### src/rbp_pkg.sv
// Constants shared by the raster board command port and its function unit.
// Assumes one board clock; all fields are positions in the host bus address
// or data word.
`default_nettype none

package rbp_pkg;

  // ****************************************************************
  // Bus widths
  // ****************************************************************
  localparam int ADDR_W      = 20;  // Decoded memory address bits
  localparam int DATA_W      = 16;  // Bus data word
  localparam int COORD_W     = 10;  // One cursor coordinate
  localparam int FUNC_W      = 8;   // Raster function lookup table
  localparam int WIDTH_W     = 4;   // Operation width field
  localparam int NUM_CURSORS = 4;   // Cursor pairs

  // ****************************************************************
  // Address field positions
  // ****************************************************************
  localparam int BOARD_HI    = 19;  // Board select, top bit
  localparam int BOARD_LO    = 17;  // Board select, low bit
  localparam int UPDATE_BIT  = 16;  // Frame buffer update request
  localparam int OP_HI       = 15;  // Operation code, high bit
  localparam int OP_LO       = 14;  // Operation code, low bit
  localparam int PAIR_HI     = 13;  // Cursor pair select, high bit
  localparam int PAIR_LO     = 12;  // Cursor pair select, low bit
  localparam int XY_BIT      = 11;  // 0 loads x, 1 loads y
  localparam int COORD_HI    = 10;  // Coordinate, high bit
  localparam int COORD_LO    = 1;   // Coordinate, low bit
  localparam int AUX_HI      = 2;   // Auxiliary register number, high
  localparam int AUX_LO      = 1;   // Auxiliary register number, low

  // ****************************************************************
  // Operation codes and auxiliary register numbers
  // ****************************************************************
  localparam logic [1:0] OP_NONE = 2'h0;  // Bus data unused
  localparam logic [1:0] OP_AUX  = 2'h1;  // Auxiliary register write
  localparam logic [1:0] OP_SRC  = 2'h2;  // Load source pixels
  localparam logic [1:0] OP_PAT  = 2'h3;  // Load pattern pixels

  localparam logic [1:0] AUX_FUNC  = 2'h0;  // Raster function select
  localparam logic [1:0] AUX_WIDTH = 2'h1;  // Operation width
  localparam logic [1:0] AUX_CTRL  = 2'h2;  // Board control
  localparam logic [1:0] AUX_IACK  = 2'h3;  // Retrace interrupt ack

  // ****************************************************************
  // Board control fields and reset values
  // ****************************************************************
  localparam int CTRL_LVL_HI = 15;  // Interrupt level, high bit
  localparam int CTRL_LVL_LO = 13;  // Interrupt level, low bit
  localparam int CTRL_LED    = 10;  // Indicator off when set
  localparam int CTRL_VIDEO  = 9;   // Video enable
  localparam int CTRL_IEN    = 8;   // Retrace interrupt enable

  localparam logic [DATA_W-1:0]  CTRL_RST  = 16'h0000;
  localparam logic [FUNC_W-1:0]  FUNC_RST  = 8'h00;
  localparam logic [WIDTH_W-1:0] WIDTH_RST = 4'h0;  // Zero means sixteen
  localparam logic [DATA_W-1:0]  PIX_RST   = 16'h0000;
  localparam logic [COORD_W-1:0] COORD_RST = 10'h000;

endpackage

`default_nettype wire

### src/rbp_function_unit.sv
// Raster function unit: combines destination, source and pattern pixels
// through the eight-bit lookup table and builds the write mask.
// Assumes the frame buffer word is left-justified at the cursor x.
`default_nettype none

module rbp_function_unit
  import rbp_pkg::*;
(
  // Operands
  input  wire logic [rbp_pkg::DATA_W-1:0]  dst,
  input  wire logic [rbp_pkg::DATA_W-1:0]  src,
  input  wire logic [rbp_pkg::DATA_W-1:0]  pat,
  // Setup
  input  wire logic [rbp_pkg::FUNC_W-1:0]  func,
  input  wire logic [rbp_pkg::WIDTH_W-1:0] width,
  input  wire logic [3:0]                  x_phase,
  // Results
  output logic      [rbp_pkg::DATA_W-1:0]  result,
  output logic      [rbp_pkg::DATA_W-1:0]  mask
);

  // ****************************************************************
  // Pattern alignment
  // ****************************************************************
  // Pattern repeats on sixteen-pixel boundaries, so rotate it left
  logic [2*DATA_W-1:0] pat_twice;  // Pattern doubled for rotation
  logic [DATA_W-1:0]   pat_al;     // Pattern at the cursor phase
  logic [4:0]          width_n;    // Width as 1..16

  assign pat_twice = {pat, pat};
  assign pat_al    = pat_twice[(2*DATA_W-1) - x_phase -: DATA_W];
  assign width_n   = (width == WIDTH_RST) ? 5'h10 : {1'b0, width};

  // ****************************************************************
  // Per-pixel lookup and mask
  // ****************************************************************
  for (genvar i = 0; i < DATA_W; i++) begin : g_pix
    // Index with pattern most significant, destination least
    assign result[i] = func[{pat_al[i], src[i], dst[i]}];
    // Only the high-order width pixels are significant
    assign mask[i] = (5'(DATA_W - 1 - i) < width_n);
  end

endmodule

`default_nettype wire

### src/rbp_command_port.sv
// Host command port of a raster board: decodes address and data of each
// host cycle into one frame buffer command, queues it one deep and runs it.
// Assumes host signals synchronous to clk and a frame buffer that answers
// each request with a one-cycle acknowledge.
`default_nettype none

module rbp_command_port
  import rbp_pkg::*;
(
  // Clock, reset, enable
  input  wire logic                        clk,
  input  wire logic                        srst,
  input  wire logic                        ce,
  // Board number strap
  input  wire logic [2:0]                  board_num,
  // Host bus
  input  wire logic                        host_req,
  input  wire logic                        host_write,
  input  wire logic [rbp_pkg::ADDR_W-1:0]  host_addr,
  input  wire logic [rbp_pkg::DATA_W-1:0]  host_wdata,
  output logic                             host_ack,
  output logic      [rbp_pkg::DATA_W-1:0]  host_rdata,
  output logic                             host_rdata_oe,
  // Frame buffer port
  output logic                             fb_req,
  output logic                             fb_we,
  output logic      [rbp_pkg::COORD_W-1:0] fb_x,
  output logic      [rbp_pkg::COORD_W-1:0] fb_y,
  output logic      [rbp_pkg::DATA_W-1:0]  fb_wdata,
  output logic      [rbp_pkg::DATA_W-1:0]  fb_wmask,
  input  wire logic                        fb_ack,
  input  wire logic [rbp_pkg::DATA_W-1:0]  fb_rdata,
  // Board control and retrace interrupt
  input  wire logic                        retrace_start,
  output logic                             retrace_irq,
  output logic      [2:0]                  irq_level,
  output logic                             video_en,
  output logic                             led_off
);

  // ****************************************************************
  // Types and state
  // ****************************************************************
  typedef enum logic [1:0] {
    RBP_IDLE,   // Waiting for a queued command
    RBP_READ,   // Frame buffer read outstanding
    RBP_WRITE   // Frame buffer write outstanding
  } rbp_state_t;

  rbp_state_t          state_reg, state_next;       // Sequencer
  logic                q_vld_reg, q_vld_next;       // Queue entry full
  logic                q_wr_reg, q_wr_next;         // Queued write
  logic [ADDR_W-1:0]   q_addr_reg, q_addr_next;     // Queued address
  logic [DATA_W-1:0]   q_data_reg, q_data_next;     // Queued data
  logic                cur_wr_reg, cur_wr_next;     // Running write
  logic                cur_upd_reg, cur_upd_next;   // Running update
  logic [1:0]          cur_op_reg, cur_op_next;     // Running op code
  logic [1:0]          cur_pair_reg, cur_pair_next; // Running pair
  logic [2:0]          board_reg;                   // Captured strap
  logic [DATA_W-1:0]   src_reg, src_next;           // Source pixels
  logic [DATA_W-1:0]   pat_reg, pat_next;           // Pattern pixels
  logic [DATA_W-1:0]   dst_reg, dst_next;           // Destination
  logic [FUNC_W-1:0]   func_reg, func_next;         // Function select
  logic [WIDTH_W-1:0]  width_reg, width_next;       // Operation width
  logic [DATA_W-1:0]   ctrl_reg, ctrl_next;         // Board control
  logic                pend_reg, pend_next;         // Retrace pending
  logic [COORD_W-1:0]  cx_reg [NUM_CURSORS];        // Cursor x values
  logic [COORD_W-1:0]  cy_reg [NUM_CURSORS];        // Cursor y values
  logic [COORD_W-1:0]  cx_next [NUM_CURSORS];
  logic [COORD_W-1:0]  cy_next [NUM_CURSORS];
  logic                ack_reg, ack_next;           // Bus acknowledge
  logic [DATA_W-1:0]   rdata_reg, rdata_next;       // Bus read data
  logic                oe_reg, oe_next;             // Bus data drive
  logic                fbr_reg, fbr_next;           // Frame buffer req
  logic                fbw_reg, fbw_next;           // Frame buffer we
  logic [COORD_W-1:0]  fbx_reg, fbx_next;           // Frame buffer x
  logic [COORD_W-1:0]  fby_reg, fby_next;           // Frame buffer y
  logic [DATA_W-1:0]   fbd_reg, fbd_next;           // Write data
  logic [DATA_W-1:0]   fbm_reg, fbm_next;           // Write mask
  logic                irq_reg, irq_next;           // Interrupt out
  logic                board_hit;                   // Address is ours
  logic                take;                        // Request taken
  logic [DATA_W-1:0]   rop_result;                  // Raster result
  logic [DATA_W-1:0]   rop_mask;                    // Width mask

  // ****************************************************************
  // Raster function unit
  // ****************************************************************
  rbp_function_unit u_fu (
    .dst     (dst_reg),
    .src     (src_reg),
    .pat     (pat_reg),
    .func    (func_reg),
    .width   (width_reg),
    .x_phase (fbx_reg[3:0]),
    .result  (rop_result),
    .mask    (rop_mask)
  );

  // ****************************************************************
  // Host request acceptance
  // ****************************************************************
  // Board strap caught by clock, never through the reset path
  always_ff @(posedge clk) begin
    if (ce) begin
      board_reg <= board_num;
    end
  end

  assign board_hit = (host_addr[BOARD_HI:BOARD_LO] == board_reg);
  // Held off while the queue is full or the last ack still shows;
  // a read also waits for the sequencer, so that the source register
  // already holds the previous non-pattern read's pixels when it is returned
  assign take = host_req && board_hit && !q_vld_reg && !ack_reg &&
                (host_write || state_reg == RBP_IDLE);

  // Queue and bus answer next values
  always_comb begin
    q_vld_next  = q_vld_reg;
    q_wr_next   = q_wr_reg;
    q_addr_next = q_addr_reg;
    q_data_next = q_data_reg;
    ack_next    = 1'b0;
    rdata_next  = rdata_reg;
    oe_next     = 1'b0;
    if (take) begin
      // Latch the request; host cycle ends without waiting
      q_vld_next  = 1'b1;
      q_wr_next   = host_write;
      q_addr_next = host_addr;
      q_data_next = host_wdata;
      ack_next    = 1'b1;
      oe_next     = !host_write;
      // Source register holds the last source write or non-pattern read's pixels
      if (!host_write) begin
        rdata_next = src_reg;
      end
    end else if (state_reg == RBP_IDLE && q_vld_reg) begin
      // Sequencer drains the entry
      q_vld_next = 1'b0;
    end
  end

  // ****************************************************************
  // Command sequencer
  // ****************************************************************
  always_comb begin
    state_next    = state_reg;
    cur_wr_next   = cur_wr_reg;
    cur_upd_next  = cur_upd_reg;
    cur_op_next   = cur_op_reg;
    cur_pair_next = cur_pair_reg;
    src_next      = src_reg;
    pat_next      = pat_reg;
    dst_next      = dst_reg;
    func_next     = func_reg;
    width_next    = width_reg;
    ctrl_next     = ctrl_reg;
    fbr_next      = 1'b0;
    fbw_next      = fbw_reg;
    fbx_next      = fbx_reg;
    fby_next      = fby_reg;
    fbd_next      = fbd_reg;
    fbm_next      = fbm_reg;
    cx_next       = cx_reg;
    cy_next       = cy_reg;
    // Set wins over acknowledge in the same cycle
    pend_next     = pend_reg;
    case (state_reg)
      RBP_IDLE: begin
        if (q_vld_reg) begin
          cur_wr_next   = q_wr_reg;
          // Update bit counts only on writes
          cur_upd_next  = q_wr_reg && q_addr_reg[UPDATE_BIT];
          cur_op_next   = q_addr_reg[OP_HI:OP_LO];
          cur_pair_next = q_addr_reg[PAIR_HI:PAIR_LO];
          // Exactly one coordinate register changes
          if (q_addr_reg[XY_BIT]) begin
            cy_next[q_addr_reg[PAIR_HI:PAIR_LO]] =
              q_addr_reg[COORD_HI:COORD_LO];
          end else begin
            cx_next[q_addr_reg[PAIR_HI:PAIR_LO]] =
              q_addr_reg[COORD_HI:COORD_LO];
          end
          // Interrupt acknowledge on any access to aux three
          if (q_addr_reg[OP_HI:OP_LO] == OP_AUX &&
              q_addr_reg[AUX_HI:AUX_LO] == AUX_IACK) begin
            pend_next = 1'b0;
          end
          // Register load from bus data, writes only
          if (q_wr_reg) begin
            if (q_addr_reg[OP_HI:OP_LO] == OP_SRC) begin
              src_next = q_data_reg;
            end else if (q_addr_reg[OP_HI:OP_LO] == OP_PAT) begin
              pat_next = q_data_reg;
            end else if (q_addr_reg[OP_HI:OP_LO] == OP_AUX) begin
              case (q_addr_reg[AUX_HI:AUX_LO])
                AUX_FUNC:  func_next  = q_data_reg[FUNC_W-1:0];
                AUX_WIDTH: width_next = q_data_reg[WIDTH_W-1:0];
                AUX_CTRL:  ctrl_next  = q_data_reg;
                default:   ctrl_next  = ctrl_reg;
              endcase
            end
          end
          // Start the frame buffer read at the selected cursor
          fbx_next = q_addr_reg[XY_BIT] ?
                     cx_reg[q_addr_reg[PAIR_HI:PAIR_LO]] :
                     q_addr_reg[COORD_HI:COORD_LO];
          fby_next = q_addr_reg[XY_BIT] ?
                     q_addr_reg[COORD_HI:COORD_LO] :
                     cy_reg[q_addr_reg[PAIR_HI:PAIR_LO]];
          fbr_next   = 1'b1;
          fbw_next   = 1'b0;
          state_next = RBP_READ;
        end
      end
      RBP_READ: begin
        if (fb_ack) begin
          if (cur_wr_reg) begin
            // Destination read always precedes any update
            dst_next = fb_rdata;
            if (cur_upd_reg) begin
              state_next = RBP_WRITE;
            end else begin
              state_next = RBP_IDLE;
            end
          end else begin
            // Read lands in pattern or source, never writes memory
            if (cur_op_reg == OP_PAT) begin
              pat_next = fb_rdata;
            end else begin
              src_next = fb_rdata;
            end
            state_next = RBP_IDLE;
          end
        end else begin
          fbr_next = 1'b1;
        end
      end
      RBP_WRITE: begin
        // Combine after the register load, same command
        fbr_next = !fb_ack && fbr_reg;
        if (!fbw_reg) begin
          fbw_next = 1'b1;
          fbd_next = rop_result;
          fbm_next = rop_mask;
          fbr_next = 1'b1;
        end else if (fb_ack) begin
          fbw_next   = 1'b0;
          state_next = RBP_IDLE;
        end else begin
          fbr_next = 1'b1;
        end
      end
      default: begin
        state_next = RBP_IDLE;
      end
    endcase
    // Retrace start sets pending last so it wins
    if (retrace_start) begin
      pend_next = 1'b1;
    end
    irq_next = pend_next && ctrl_next[CTRL_IEN];
  end

  // ****************************************************************
  // Registers
  // ****************************************************************
  always_ff @(posedge clk) begin
    if (srst) begin
      state_reg    <= RBP_IDLE;
      q_vld_reg    <= 1'b0;
      q_wr_reg     <= 1'b0;
      q_addr_reg   <= '0;
      q_data_reg   <= '0;
      cur_wr_reg   <= 1'b0;
      cur_upd_reg  <= 1'b0;
      cur_op_reg   <= OP_NONE;
      cur_pair_reg <= 2'h0;
      src_reg      <= PIX_RST;
      pat_reg      <= PIX_RST;
      dst_reg      <= PIX_RST;
      func_reg     <= FUNC_RST;
      width_reg    <= WIDTH_RST;
      ctrl_reg     <= CTRL_RST;
      pend_reg     <= 1'b0;
      cx_reg       <= '{default: COORD_RST};
      cy_reg       <= '{default: COORD_RST};
      ack_reg      <= 1'b0;
      rdata_reg    <= PIX_RST;
      oe_reg       <= 1'b0;
      fbr_reg      <= 1'b0;
      fbw_reg      <= 1'b0;
      fbx_reg      <= COORD_RST;
      fby_reg      <= COORD_RST;
      fbd_reg      <= PIX_RST;
      fbm_reg      <= PIX_RST;
      irq_reg      <= 1'b0;
    end else if (ce) begin
      state_reg    <= state_next;
      q_vld_reg    <= q_vld_next;
      q_wr_reg     <= q_wr_next;
      q_addr_reg   <= q_addr_next;
      q_data_reg   <= q_data_next;
      cur_wr_reg   <= cur_wr_next;
      cur_upd_reg  <= cur_upd_next;
      cur_op_reg   <= cur_op_next;
      cur_pair_reg <= cur_pair_next;
      src_reg      <= src_next;
      pat_reg      <= pat_next;
      dst_reg      <= dst_next;
      func_reg     <= func_next;
      width_reg    <= width_next;
      ctrl_reg     <= ctrl_next;
      pend_reg     <= pend_next;
      cx_reg       <= cx_next;
      cy_reg       <= cy_next;
      ack_reg      <= ack_next;
      rdata_reg    <= rdata_next;
      oe_reg       <= oe_next;
      fbr_reg      <= fbr_next;
      fbw_reg      <= fbw_next;
      fbx_reg      <= fbx_next;
      fby_reg      <= fby_next;
      fbd_reg      <= fbd_next;
      fbm_reg      <= fbm_next;
      irq_reg      <= irq_next;
    end
  end

  // ****************************************************************
  // Outputs, all from flip-flops
  // ****************************************************************
  assign host_ack      = ack_reg;
  assign host_rdata    = rdata_reg;
  assign host_rdata_oe = oe_reg;
  assign fb_req        = fbr_reg;
  assign fb_we         = fbw_reg;
  assign fb_x          = fbx_reg;
  assign fb_y          = fby_reg;
  assign fb_wdata      = fbd_reg;
  assign fb_wmask      = fbm_reg;
  assign retrace_irq   = irq_reg;
  assign irq_level     = ctrl_reg[CTRL_LVL_HI:CTRL_LVL_LO];
  assign video_en      = ctrl_reg[CTRL_VIDEO];
  assign led_off       = ctrl_reg[CTRL_LED];

endmodule

`default_nettype wire

### config.mk
export PLATFORM = sky130hd
export DESIGN_NAME = rbp_command_port
export DESIGN_NICKNAME = d
export VERILOG_FILES = /design/src/rbp_pkg.sv /design/src/rbp_function_unit.sv /design/src/rbp_command_port.sv
export SDC_FILE = /design/constraint.sdc
export NUM_CORES = 1
export LEC_CHECK = 0
export CORE_UTILIZATION = 47
export CTS_BUF_LIST = sky130_fd_sc_hd__clkbuf_8
export CTS_CLUSTER_SIZE = 28
export DETAILED_ROUTE_END_ITERATION = 10
export DONT_BUFFER_PORTS = 1
export GPL_TIMING_DRIVEN = 0
export SLEW_MARGIN = 20
export SYNTH_ARGS = -nofsm -noshare
export SYNTH_HDL_FRONTEND = slang
export SYNTH_SLANG_ARGS = --single-unit
### constraint.sdc
create_clock -name clk -period 4.6 [get_ports clk]
set_input_delay 0.23 -clock clk [delete_from_list [all_inputs] [get_ports clk]]
set_output_delay 0.23 -clock clk [all_outputs]
set_load 0.01 [all_outputs]
==> results.sh, run 1 <==
export IMPL_pre_cts_slack_ns=1.95
export IMPL_synth_adder_area_share_pct=0
export IMPL_die_width_um=165
export IMPL_max_slew_margin_pct=32.6
export IMPL_hold_violations=0
export IMPL_drt_met1_wl_mm=16.2
export IMPL_worstPathArrival_ns=3.18
export IMPL_yosysSeqAreaShare_pct=42.2
export IMPL_ir_drop_v=0.000250
export IMPL_min_to="host_rdata[0]$_SDFFE_PP0P_"
export IMPL_cts_tree="yes"
export IMPL_cts_clk_slew_worst_paths_ns=0.06
export IMPL_fin_ws_ns=1.88
export IMPL_slowest_stage="nor4bb_1"
export IMPL_worstSetupEndpointType="flop"
export IMPL_htreeDepth=2
export IMPL_min_period_ns=2.72
export IMPL_synth_cell_types=51
export IMPL_start_kind="flop"
export IMPL_fin_worst_skew_ns=0.0226
export IMPL_syn_inst=1262
export IMPL_synth_fp_nets=1324
export IMPL_maxCapViolations=0
export IMPL_netlist_area_um2=12500
export IMPL_synth_edf_count=3
export IMPL_synth_top_family_by_area="multiplexers"
export IMPL_synthTopCellsByArea="dfxtp_1 42%, mux2i_1 12%, mux4_2 9.9%, nor2_1 4.8%, a211oi_1 4.2%"
export IMPL_fin_area_um2=14400
export IMPL_dp_hpwl_mm=29.5
export IMPL_fmax_mhz=367
export IMPL_wl_met3_mm=2.66
export IMPL_synthXorXnorAreaFrac_pct=0.349
export IMPL_outcome="finished with violations"
export IMPL_grt_pass1_wl_mm=60.8
export IMPL_dpl_instance_area_um2=13000
export IMPL_rows=59
export IMPL_ctsResizeCount=0
export IMPL_grt_max_degree=13
export IMPL_initial_core_util_pct=48.0
export IMPL_clock_latency_ns=0.58
export IMPL_drt_iter0_drc=1140
export IMPL_clockRootBuffer="clkbuf_8"
export IMPL_grt_pass1_vias=10100
export IMPL_holdPathStages=3
export IMPL_dr_wl_met2_mm=19.4
export IMPL_power_leakage_nw=5.08
export IMPL_core_region_area_um2=26100
export IMPL_rsz0062_at_grt="no"
export IMPL_cts_sink_count=263
export IMPL_gr_usage_all_layers_pct=29.8
export IMPL_clock_path_buffers=3
export IMPL_worst_r2r_setup_slack_ns=1.88
export IMPL_first_pass_iters=10
export IMPL_place_inst=1597
export IMPL_r2r_end="fb_x[0]$_SDFFE_PP0P_"
export IMPL_rr_startpoint="q_vld_reg$_SDFFE_PP0P_"
export IMPL_total_power_mw=4.64
export IMPL_syn2layout_area_growth_pct=15.1
export IMPL_pin_count=140
export IMPL_vias_per_cell=5.94
export IMPL_setup_violations=0
export IMPL_design_die_area_um2=27300
export IMPL_ys_ff_latch=263
export IMPL_dominantRegCellSynth="dfxtp_1"
export IMPL_min_from="host_write"
export IMPL_yosysWarningCount=0
export IMPL_layout_common_cells="260 x dfxtp_1, 160 x nor2_1, 156 x mux2i_1, 95 x a21oi_1, 95 x clkbuf_1"
export IMPL_ys_async_sr_fraction_pct=0
export IMPL_avgSynthCellArea_um2=9.93
export IMPL_hold_path_class="in -> reg"
export IMPL_synth_mux_area_share_pct=26.9
export IMPL_fin_crit_sh_pct=59.2
export IMPL_crit_type="reg -> reg"
export IMPL_yosys_area_top_type="dfxtp_1"
export IMPL_tightestPinTransition_ns=1.00
export IMPL_highest_layer="met4"
export IMPL_critPathRequiredTime_ns=5.06
export IMPL_hold_slack_ns=0.0230
export IMPL_synth_top_area_share_pct=41.5
export IMPL_rr_worst_depth=5
export IMPL_layout_drive_gt1_share_pct=12.6
export IMPL_power_density_nw_per_um2=322
export IMPL_routedWlPerCell_um=23.1
export IMPL_nets=1427
export IMPL_cp_max_fo=10
export IMPL_antenna_left=0
export IMPL_failed_checks="DRC"
export IMPL_worstPathCellList="nor4bb_1 > buf_2 > buf_1 > nor2_1 > a211oi_1"
export IMPL_critPathBufInv=2
export IMPL_routed_wl_mm=40.2
export IMPL_maxSlewViolCount=0
export IMPL_synth_compound_area_share_pct=12.9
export IMPL_via_count=10300
export IMPL_cts_made_buffers=46
export IMPL_final_common_cell="dfxtp_1"
export IMPL_gp_congestion=0.940
export IMPL_drcViolationCount=16
export IMPL_cpLargestDelayFamily="buffers and inverters"
export IMPL_tns_ns=0
export IMPL_die_h_um=165
export IMPL_synth_simple_gate_area_share_pct=12.9
export IMPL_grt_overflow_total=0
export IMPL_stdcell_count=1738
export IMPL_post_route_util_pct=55.2
export IMPL_antenna_found_initial=2
export IMPL_port_buffers=0
export IMPL_max_stage_delay_ns=0.70
[logic make-up after synthesis]
kind of cell / Yosys count
xor+xnor: 5
flops: 263
compound gates: 258
buf+inv: 141
mux: 244
simple gates: 351
[timing repair]
item,in CTS,in global routing
endpoints found under the setup margin,0,0
endpoints found under the hold margin,86,0
buffers inserted,0,0
hold buffers,55,0
[worst max-delay path by stage]
stage,start,to,slack (ns),cells past startpoint
detailed placement,q_vld_reg$_SDFFE_PP0P_,fb_x[0]$_SDFFE_PP0P_,1.95,5
global placement,q_vld_reg$_SDFFE_PP0P_,fb_x[3]$_SDFFE_PP0P_,2.03,5
global route,q_vld_reg$_SDFFE_PP0P_,fb_x[0]$_SDFFE_PP0P_,1.85,5
finish,q_vld_reg$_SDFFE_PP0P_,fb_x[0]$_SDFFE_PP0P_,1.88,5
floorplan,fb_x[1]$_SDFFE_PP0P_,fb_wdata[14]$_SDFFE_PP0P_,2.66,5
CTS,q_vld_reg$_SDFFE_PP0P_,fb_x[0]$_SDFFE_PP0P_,1.93,5
[synth_stat cells, types with 6 or more instances]
cell type and number:
mux4_2 55, nand4_1 6, inv_1 6, buf_2 21, mux2i_1 156, dfxtp_1 260, clkbuf_1 95, nor4_1 6
buf_1 11, a21oi_1 95, nor3_1 40, nand2_1 53, a211oi_1 70, mux4_1 13, o21ai_0 55, o21bai_1 13
nand3_1 53, mux2_2 19, or3_1 6, nor2_1 160
[routing by layer]
layer	up-vias	GRT usage [%]
met5	-	0
met4	0	14.9
met3	106	5.59
met2	376	51.0
met1	5000	35.6
li1	4849	-
[where the power goes]
group | switching (mW) | internal (mW)
Sequential | 0.0167 | 2.30
Combinational | 0.136 | 0.0737
Clock | 0.987 | 1.13
Total | 1.14 | 3.50
[tightest hold or removal path, cell delays in order]
cell     delay [ns]
nor3_1         0.13
nand3_1        0.13
a21oi_1        0.06
[final cells by class]
| class | count | area, um^2 |
|---|---|---|
| plain buffers | 135 | 582 |
| clock inverters | 26 | 115 |
| repair buffers | 55 | 551 |
| clock buffers | 58 | 798 |
| multi-input cells | 858 | 6640 |
| inverters | 6 | 22.5 |
| flip-flops and latches | 263 | 5300 |
| fillers | 2415 | 11700 |
| well taps | 335 | 419 |
| diodes | 2 | 5.00 |
Note: power is estimated with default switching activity, not from simulation.
==> inputs of run 2 (changes only) <==
==> constraint.sdc (replaced) <==
create_clock -name clk -period 2.4 [get_ports clk]
set_input_delay 0.12 -clock clk [delete_from_list [all_inputs] [get_ports clk]]
set_output_delay 0.12 -clock clk [all_outputs]
set_load 0.01 [all_outputs]
==> results.sh, run 2 (synthesized netlist as in run 1, its figures left out) <==
export IMPL_p_seq_share_pct=49.8
export IMPL_ir_drop_v=0.000478
export IMPL_antenna_left=0
export IMPL_gp_congestion=0.940
export IMPL_grt_pass1_vias=10200
export IMPL_critPathRequiredTime_ns=2.89
export IMPL_min_from="fb_ack"
export IMPL_holdPathStages=3
export IMPL_nets=1428
export IMPL_max_stage_delay_ns=0.48
export IMPL_layout_drive_gt1_share_pct=13.3
export IMPL_dp_hpwl_mm=29.5
export IMPL_maxCapViolations=0
export IMPL_start_kind="flop"
export IMPL_pre_cts_slack_ns=-0.246
export IMPL_die_width_um=165
export IMPL_syn2layout_area_growth_pct=15.4
export IMPL_cp_max_fo=10
export IMPL_cts_clk_slew_worst_paths_ns=0.06
export IMPL_vias_per_cell=5.96
export IMPL_cts_tree="yes"
export IMPL_rsz0062_at_grt="no"
export IMPL_die_h_um=165
export IMPL_slowest_stage="mux2i_1"
export IMPL_fmax_mhz=428
export IMPL_hold_violations=0
export IMPL_total_power_mw=8.90
export IMPL_initial_core_util_pct=48.0
export IMPL_setup_violations=0
export IMPL_p_clk_share_pct=45.6
export IMPL_worstPathCellList="clkbuf_1 > clkbuf_4 > mux2i_1 > mux2_2 > a211oi_1"
export IMPL_swShare_pct=24.5
export IMPL_first_pass_iters=8
export IMPL_cts_made_buffers=46
export IMPL_layout_common_cells="260 x dfxtp_1, 160 x nor2_1, 155 x mux2i_1, 93 x a21oi_1, 92 x clkbuf_1"
export IMPL_cts_sink_count=263
export IMPL_power_internal_mw=6.72
export IMPL_grt_overflow_total=0
export IMPL_drt_iter0_drc=1146
export IMPL_tightestPinTransition_ns=0.948
export IMPL_min_period_ns=2.33
export IMPL_share_comb_of_total_power_pct=4.6
export IMPL_gr_usage_all_layers_pct=29.8
export IMPL_clock_path_buffers=3
export IMPL_port_buffers=0
export IMPL_hold_path_class="in -> reg"
export IMPL_worstSetupEndpointType="flop"
export IMPL_pin_count=140
export IMPL_final_common_cell="dfxtp_1"
export IMPL_antenna_found_initial=2
export IMPL_fin_worst_skew_ns=0.0245
export IMPL_clockRootBuffer="clkbuf_8"
export IMPL_failed_checks="DRC"
export IMPL_routedWlPerCell_um=23.2
export IMPL_rows=59
export IMPL_nFillCells=2418
export IMPL_worstPathArrival_ns=2.83
export IMPL_power_leakage_nw=5.09
export IMPL_max_slew_margin_pct=36.8
export IMPL_fin_ws_ns=0.0661
export IMPL_outcome="finished with violations"
export IMPL_crit_type="reg -> reg"
export IMPL_fin_crit_sh_pct=97.2
export IMPL_grt_pass1_wl_mm=60.8
export IMPL_crit_start="fb_x[0]$_SDFFE_PP0P_"
export IMPL_power_switching_mw=2.18
export IMPL_design_die_area_um2=27300
export IMPL_power_density_nw_per_um2=615
export IMPL_clock_latency_ns=0.58
export IMPL_drcViolationCount=16
export IMPL_core_region_area_um2=26100
export IMPL_rr_worst_depth=5
export IMPL_htreeDepth=2
export IMPL_rr_startpoint="fb_x[0]$_SDFFE_PP0P_"
export IMPL_via_count=10400
export IMPL_routed_wl_mm=40.4
export IMPL_grt_max_degree=13
export IMPL_maxSlewViolCount=0
run 2: cell count changes in the layout (fill, tap and decap cells not counted), sizes merged:
cell	previous run	this run
clkbuf	153	154
run 2: routing by layer:
layer  wire length, um  share of wire (%)  vias to the layer above  track usage [%]
met5                 0                  0                        -                0
met4              1820                4.5                        0             14.0
met3              2760                6.8                      106             5.57
met2             19600                 49                      385             51.5
met1             16200                 40                     5020             35.6
li1                  -                  -                     4858                -
run 2: what timing repair did:
action                                 4_1_cts  5_1_grt
endpoints found under the hold margin      100        0
setup endpoints to repair                   28       38
gates resized for setup                      4       10
hold buffers                                55        0
setup buffers                                0        1
pin swaps                                    0        1
run 2: area by class of cell:
cell class	count	area [um^2]	area share, %
repair buffers	56	558	3.86
well taps	335	419	2.90
multi-input cells	858	6660	46.1
clock inverters	26	115	0.796
diodes	2	5.00	0.0346
plain buffers	135	591	4.08
flip-flops and latches	263	5300	36.6
clock buffers	58	798	5.52
inverters	6	22.5	0.156
run 2: path summary, 6_finish.rpt:
check                                           endpoint  slack [ns]
worst max register to register  fb_wdata[8]$_SDFFE_PP0P_        0.07
worst min register to register  cur_upd_reg$_SDFFE_PP0P_        0.46
worst min-delay path            dst_reg[15]$_SDFFE_PP0P_        0.06
worst max-delay path            fb_wdata[8]$_SDFFE_PP0P_        0.07
run 2: through the flow:
| stage | util [%] | hold slack, ns | instances | instance area [um^2] | TNS [ns] |
|---|---|---|---|---|---|
| floorplan | - | 0.219 | 1262 | 12500 | 0 |
| global placement | 49.6 | 0.219 | 1597 | 13000 | -1.31 |
| detailed placement | 49.6 | 0.219 | 1597 | 13000 | -1.87 |
| CTS | 55.2 | 0.0407 | 1736 | 14400 | 0 |
| global route | 55.4 | 0.0827 | 1739 | 14500 | 0 |
| finish | 55.4 | 0.0629 | 1739 | 14500 | 0 |
run 2: critical path: cells and delay by family (launching register included):
kind	cells	cell delay, ns
muxes	2	0.87
buffers and inverters	2	0.73
DFF	1	0.47
AOI/OAI and AO/OA	1	0.19
run 2: power by group through the flow:
stage | combinational [mW] | sequential [mW] | clock, mW
finish | 0.406 | 4.44 | 4.06
global route | 0.430 | 4.43 | 4.32
CTS | 0.399 | 4.44 | 4.11
detailed placement | 0.308 | 4.53 | 0
global placement | 0.306 | 4.53 | 0
floorplan | 0.202 | 4.52 | 0
==> inputs of run 3 (changes only) <==
--- a/config.mk
+++ b/config.mk
@@ -5,9 +5,9 @@
 export SDC_FILE = /design/constraint.sdc
 export NUM_CORES = 1
 export LEC_CHECK = 0
+export CORE_MARGIN = 4
 export CORE_UTILIZATION = 47
 export CTS_BUF_LIST = sky130_fd_sc_hd__clkbuf_8
-export CTS_CLUSTER_SIZE = 28
 export DETAILED_ROUTE_END_ITERATION = 10
 export DONT_BUFFER_PORTS = 1
 export GPL_TIMING_DRIVEN = 0
==> results.sh, run 3 (synthesized netlist as in run 1, its figures left out) <==
export IMPL_power_leakage_nw=5.04
export IMPL_power_density_nw_per_um2=601
export IMPL_hold_violations=0
export IMPL_crit_type="reg -> reg"
export IMPL_cts_sink_count=263
export IMPL_layout_drive_gt1_share_pct=12.9
export IMPL_outcome="finished clean"
export IMPL_antenna_left=0
export IMPL_maxSlewViolCount=0
export IMPL_antenna_found_initial=4
export IMPL_cts_tree="yes"
export IMPL_grt_pass1_wl_mm=61.2
export IMPL_gr_usage_all_layers_pct=27.2
export IMPL_maxCapViolations=0
export IMPL_core_region_area_um2=26100
export IMPL_clock_latency_ns=0.56
export IMPL_rows=59
export IMPL_fin_crit_sh_pct=97.6
export IMPL_gp_congestion=0.910
export IMPL_tns_ns=0
export IMPL_grt_max_degree=12
export IMPL_min_period_ns=2.34
export IMPL_start_kind="flop"
export IMPL_cts_clk_slew_worst_paths_ns=0.07
export IMPL_dpl_instance_area_um2=13000
export IMPL_tightestPinTransition_ns=0.879
export IMPL_routedWlPerCell_um=23.3
export IMPL_drcViolationCount=0
export IMPL_grt_overflow_total=0
export IMPL_first_pass_iters=5
export IMPL_fin_ws_ns=0.0584
export IMPL_cp_max_fo=8
export IMPL_clockRootBuffer="clkbuf_8"
export IMPL_cts_made_buffers=44
export IMPL_htreeDepth=2
export IMPL_total_power_mw=8.64
export IMPL_syn2layout_area_growth_pct=14.6
export IMPL_port_buffers=0
export IMPL_initial_core_util_pct=48.0
export IMPL_fmax_mhz=427
export IMPL_ir_drop_v=0.000387
export IMPL_dp_hpwl_mm=29.6
export IMPL_layout_common_cells="260 x dfxtp_1, 160 x nor2_1, 154 x mux2i_1, 94 x a21oi_1, 91 x clkbuf_1"
export IMPL_critPathRequiredTime_ns=2.87
export IMPL_pin_count=140
export IMPL_final_common_cell="dfxtp_1"
export IMPL_pre_cts_slack_ns=-0.127
export IMPL_fin_area_um2=14400
export IMPL_hold_path_class="in -> reg"
export IMPL_routed_wl_mm=40.2
export IMPL_grt_pass1_vias=10100
export IMPL_max_slew_margin_pct=41.4
export IMPL_via_count=10300
export IMPL_worstSetupEndpointType="flop"
export IMPL_fin_worst_skew_ns=0.0234
export IMPL_clock_path_buffers=3
export IMPL_die_width_um=171
export IMPL_setup_violations=0
export IMPL_drt_iter0_drc=890
export IMPL_post_cts_buffers=0
export IMPL_design_die_area_um2=29300
export IMPL_worstPathArrival_ns=2.81
export IMPL_vias_per_cell=5.98
export IMPL_nets=1425
export IMPL_die_h_um=171
-- run 3: through the flow --
step                utilization, %  hold slack, ns  std cells
finish                        55.0          0.0895       1727
detailed placement            49.6           0.219       1597
global placement              49.6           0.219       1597
global route                  55.0          0.0805       1727
CTS                           54.8          0.0686       1726
floorplan                        -           0.219       1262
-- run 3: metal layers --
metal,global-route usage [%],part of all wire [%],wire (um)
met1,33.9,40,16200
met2,46.3,48,19500
met3,5.40,6.7,2680
met4,11.1,4.6,1870
met5,0,0.10,41
-- run 3: repair_timing --
| action | 4_1_cts | 5_1_grt |
|---|---|---|
| endpoints found under the setup margin | 20 | 54 |
| endpoints found under the hold margin | 100 | 0 |
| hold buffers | 55 | 0 |
| gates resized for setup | 2 | 14 |
-- run 3: layout make-up --
| class | instances | area, um^2 |
|---|---|---|
| Fill cell | 2436 | 11800 |
| Multi-Input combinational cell | 858 | 6670 |
| Sequential cell | 263 | 5300 |
| Clock buffer | 53 | 729 |
| Buffer | 135 | 589 |
| Timing Repair Buffer | 55 | 551 |
| Tap cell | 335 | 419 |
| Clock inverter | 21 | 90.1 |
| Inverter | 6 | 22.5 |
| Antenna cell | 1 | 2.50 |
-- run 3: final timing paths --
path,start,slack [ns],end,cells after the start
worst min-delay path,ce,0.09,dst_reg[1]$_SDFFE_PP0P_,4
worst max-delay path,fb_x[1]$_SDFFE_PP0P_,0.06,fb_wdata[9]$_SDFFE_PP0P_,5
worst min register to register,cur_upd_reg$_SDFFE_PP0P_,0.46,cur_upd_reg$_SDFFE_PP0P_,2
worst max register to register,fb_x[1]$_SDFFE_PP0P_,0.06,fb_wdata[9]$_SDFFE_PP0P_,5
-- run 3: worst max-delay path, stage by stage (launching register included) --
cell	delay, ns
dfxtp_1	0.45
buf_6	0.19
mux4_1	0.65
mux2i_1	0.37
mux2_2	0.39
a211oi_1	0.20
-- run 3: report_power, final --
| group | leakage (nW) | internal [mW] | total [mW] | switching [mW] |
|---|---|---|---|---|
| Sequential | 2.12 | 4.40 | 4.44 | 0.0323 |
| Clock | 0.484 | 1.98 | 3.79 | 1.81 |
| Combinational | 2.43 | 0.143 | 0.408 | 0.265 |
| Total | 5.04 | 6.53 | 8.64 | 2.11 |
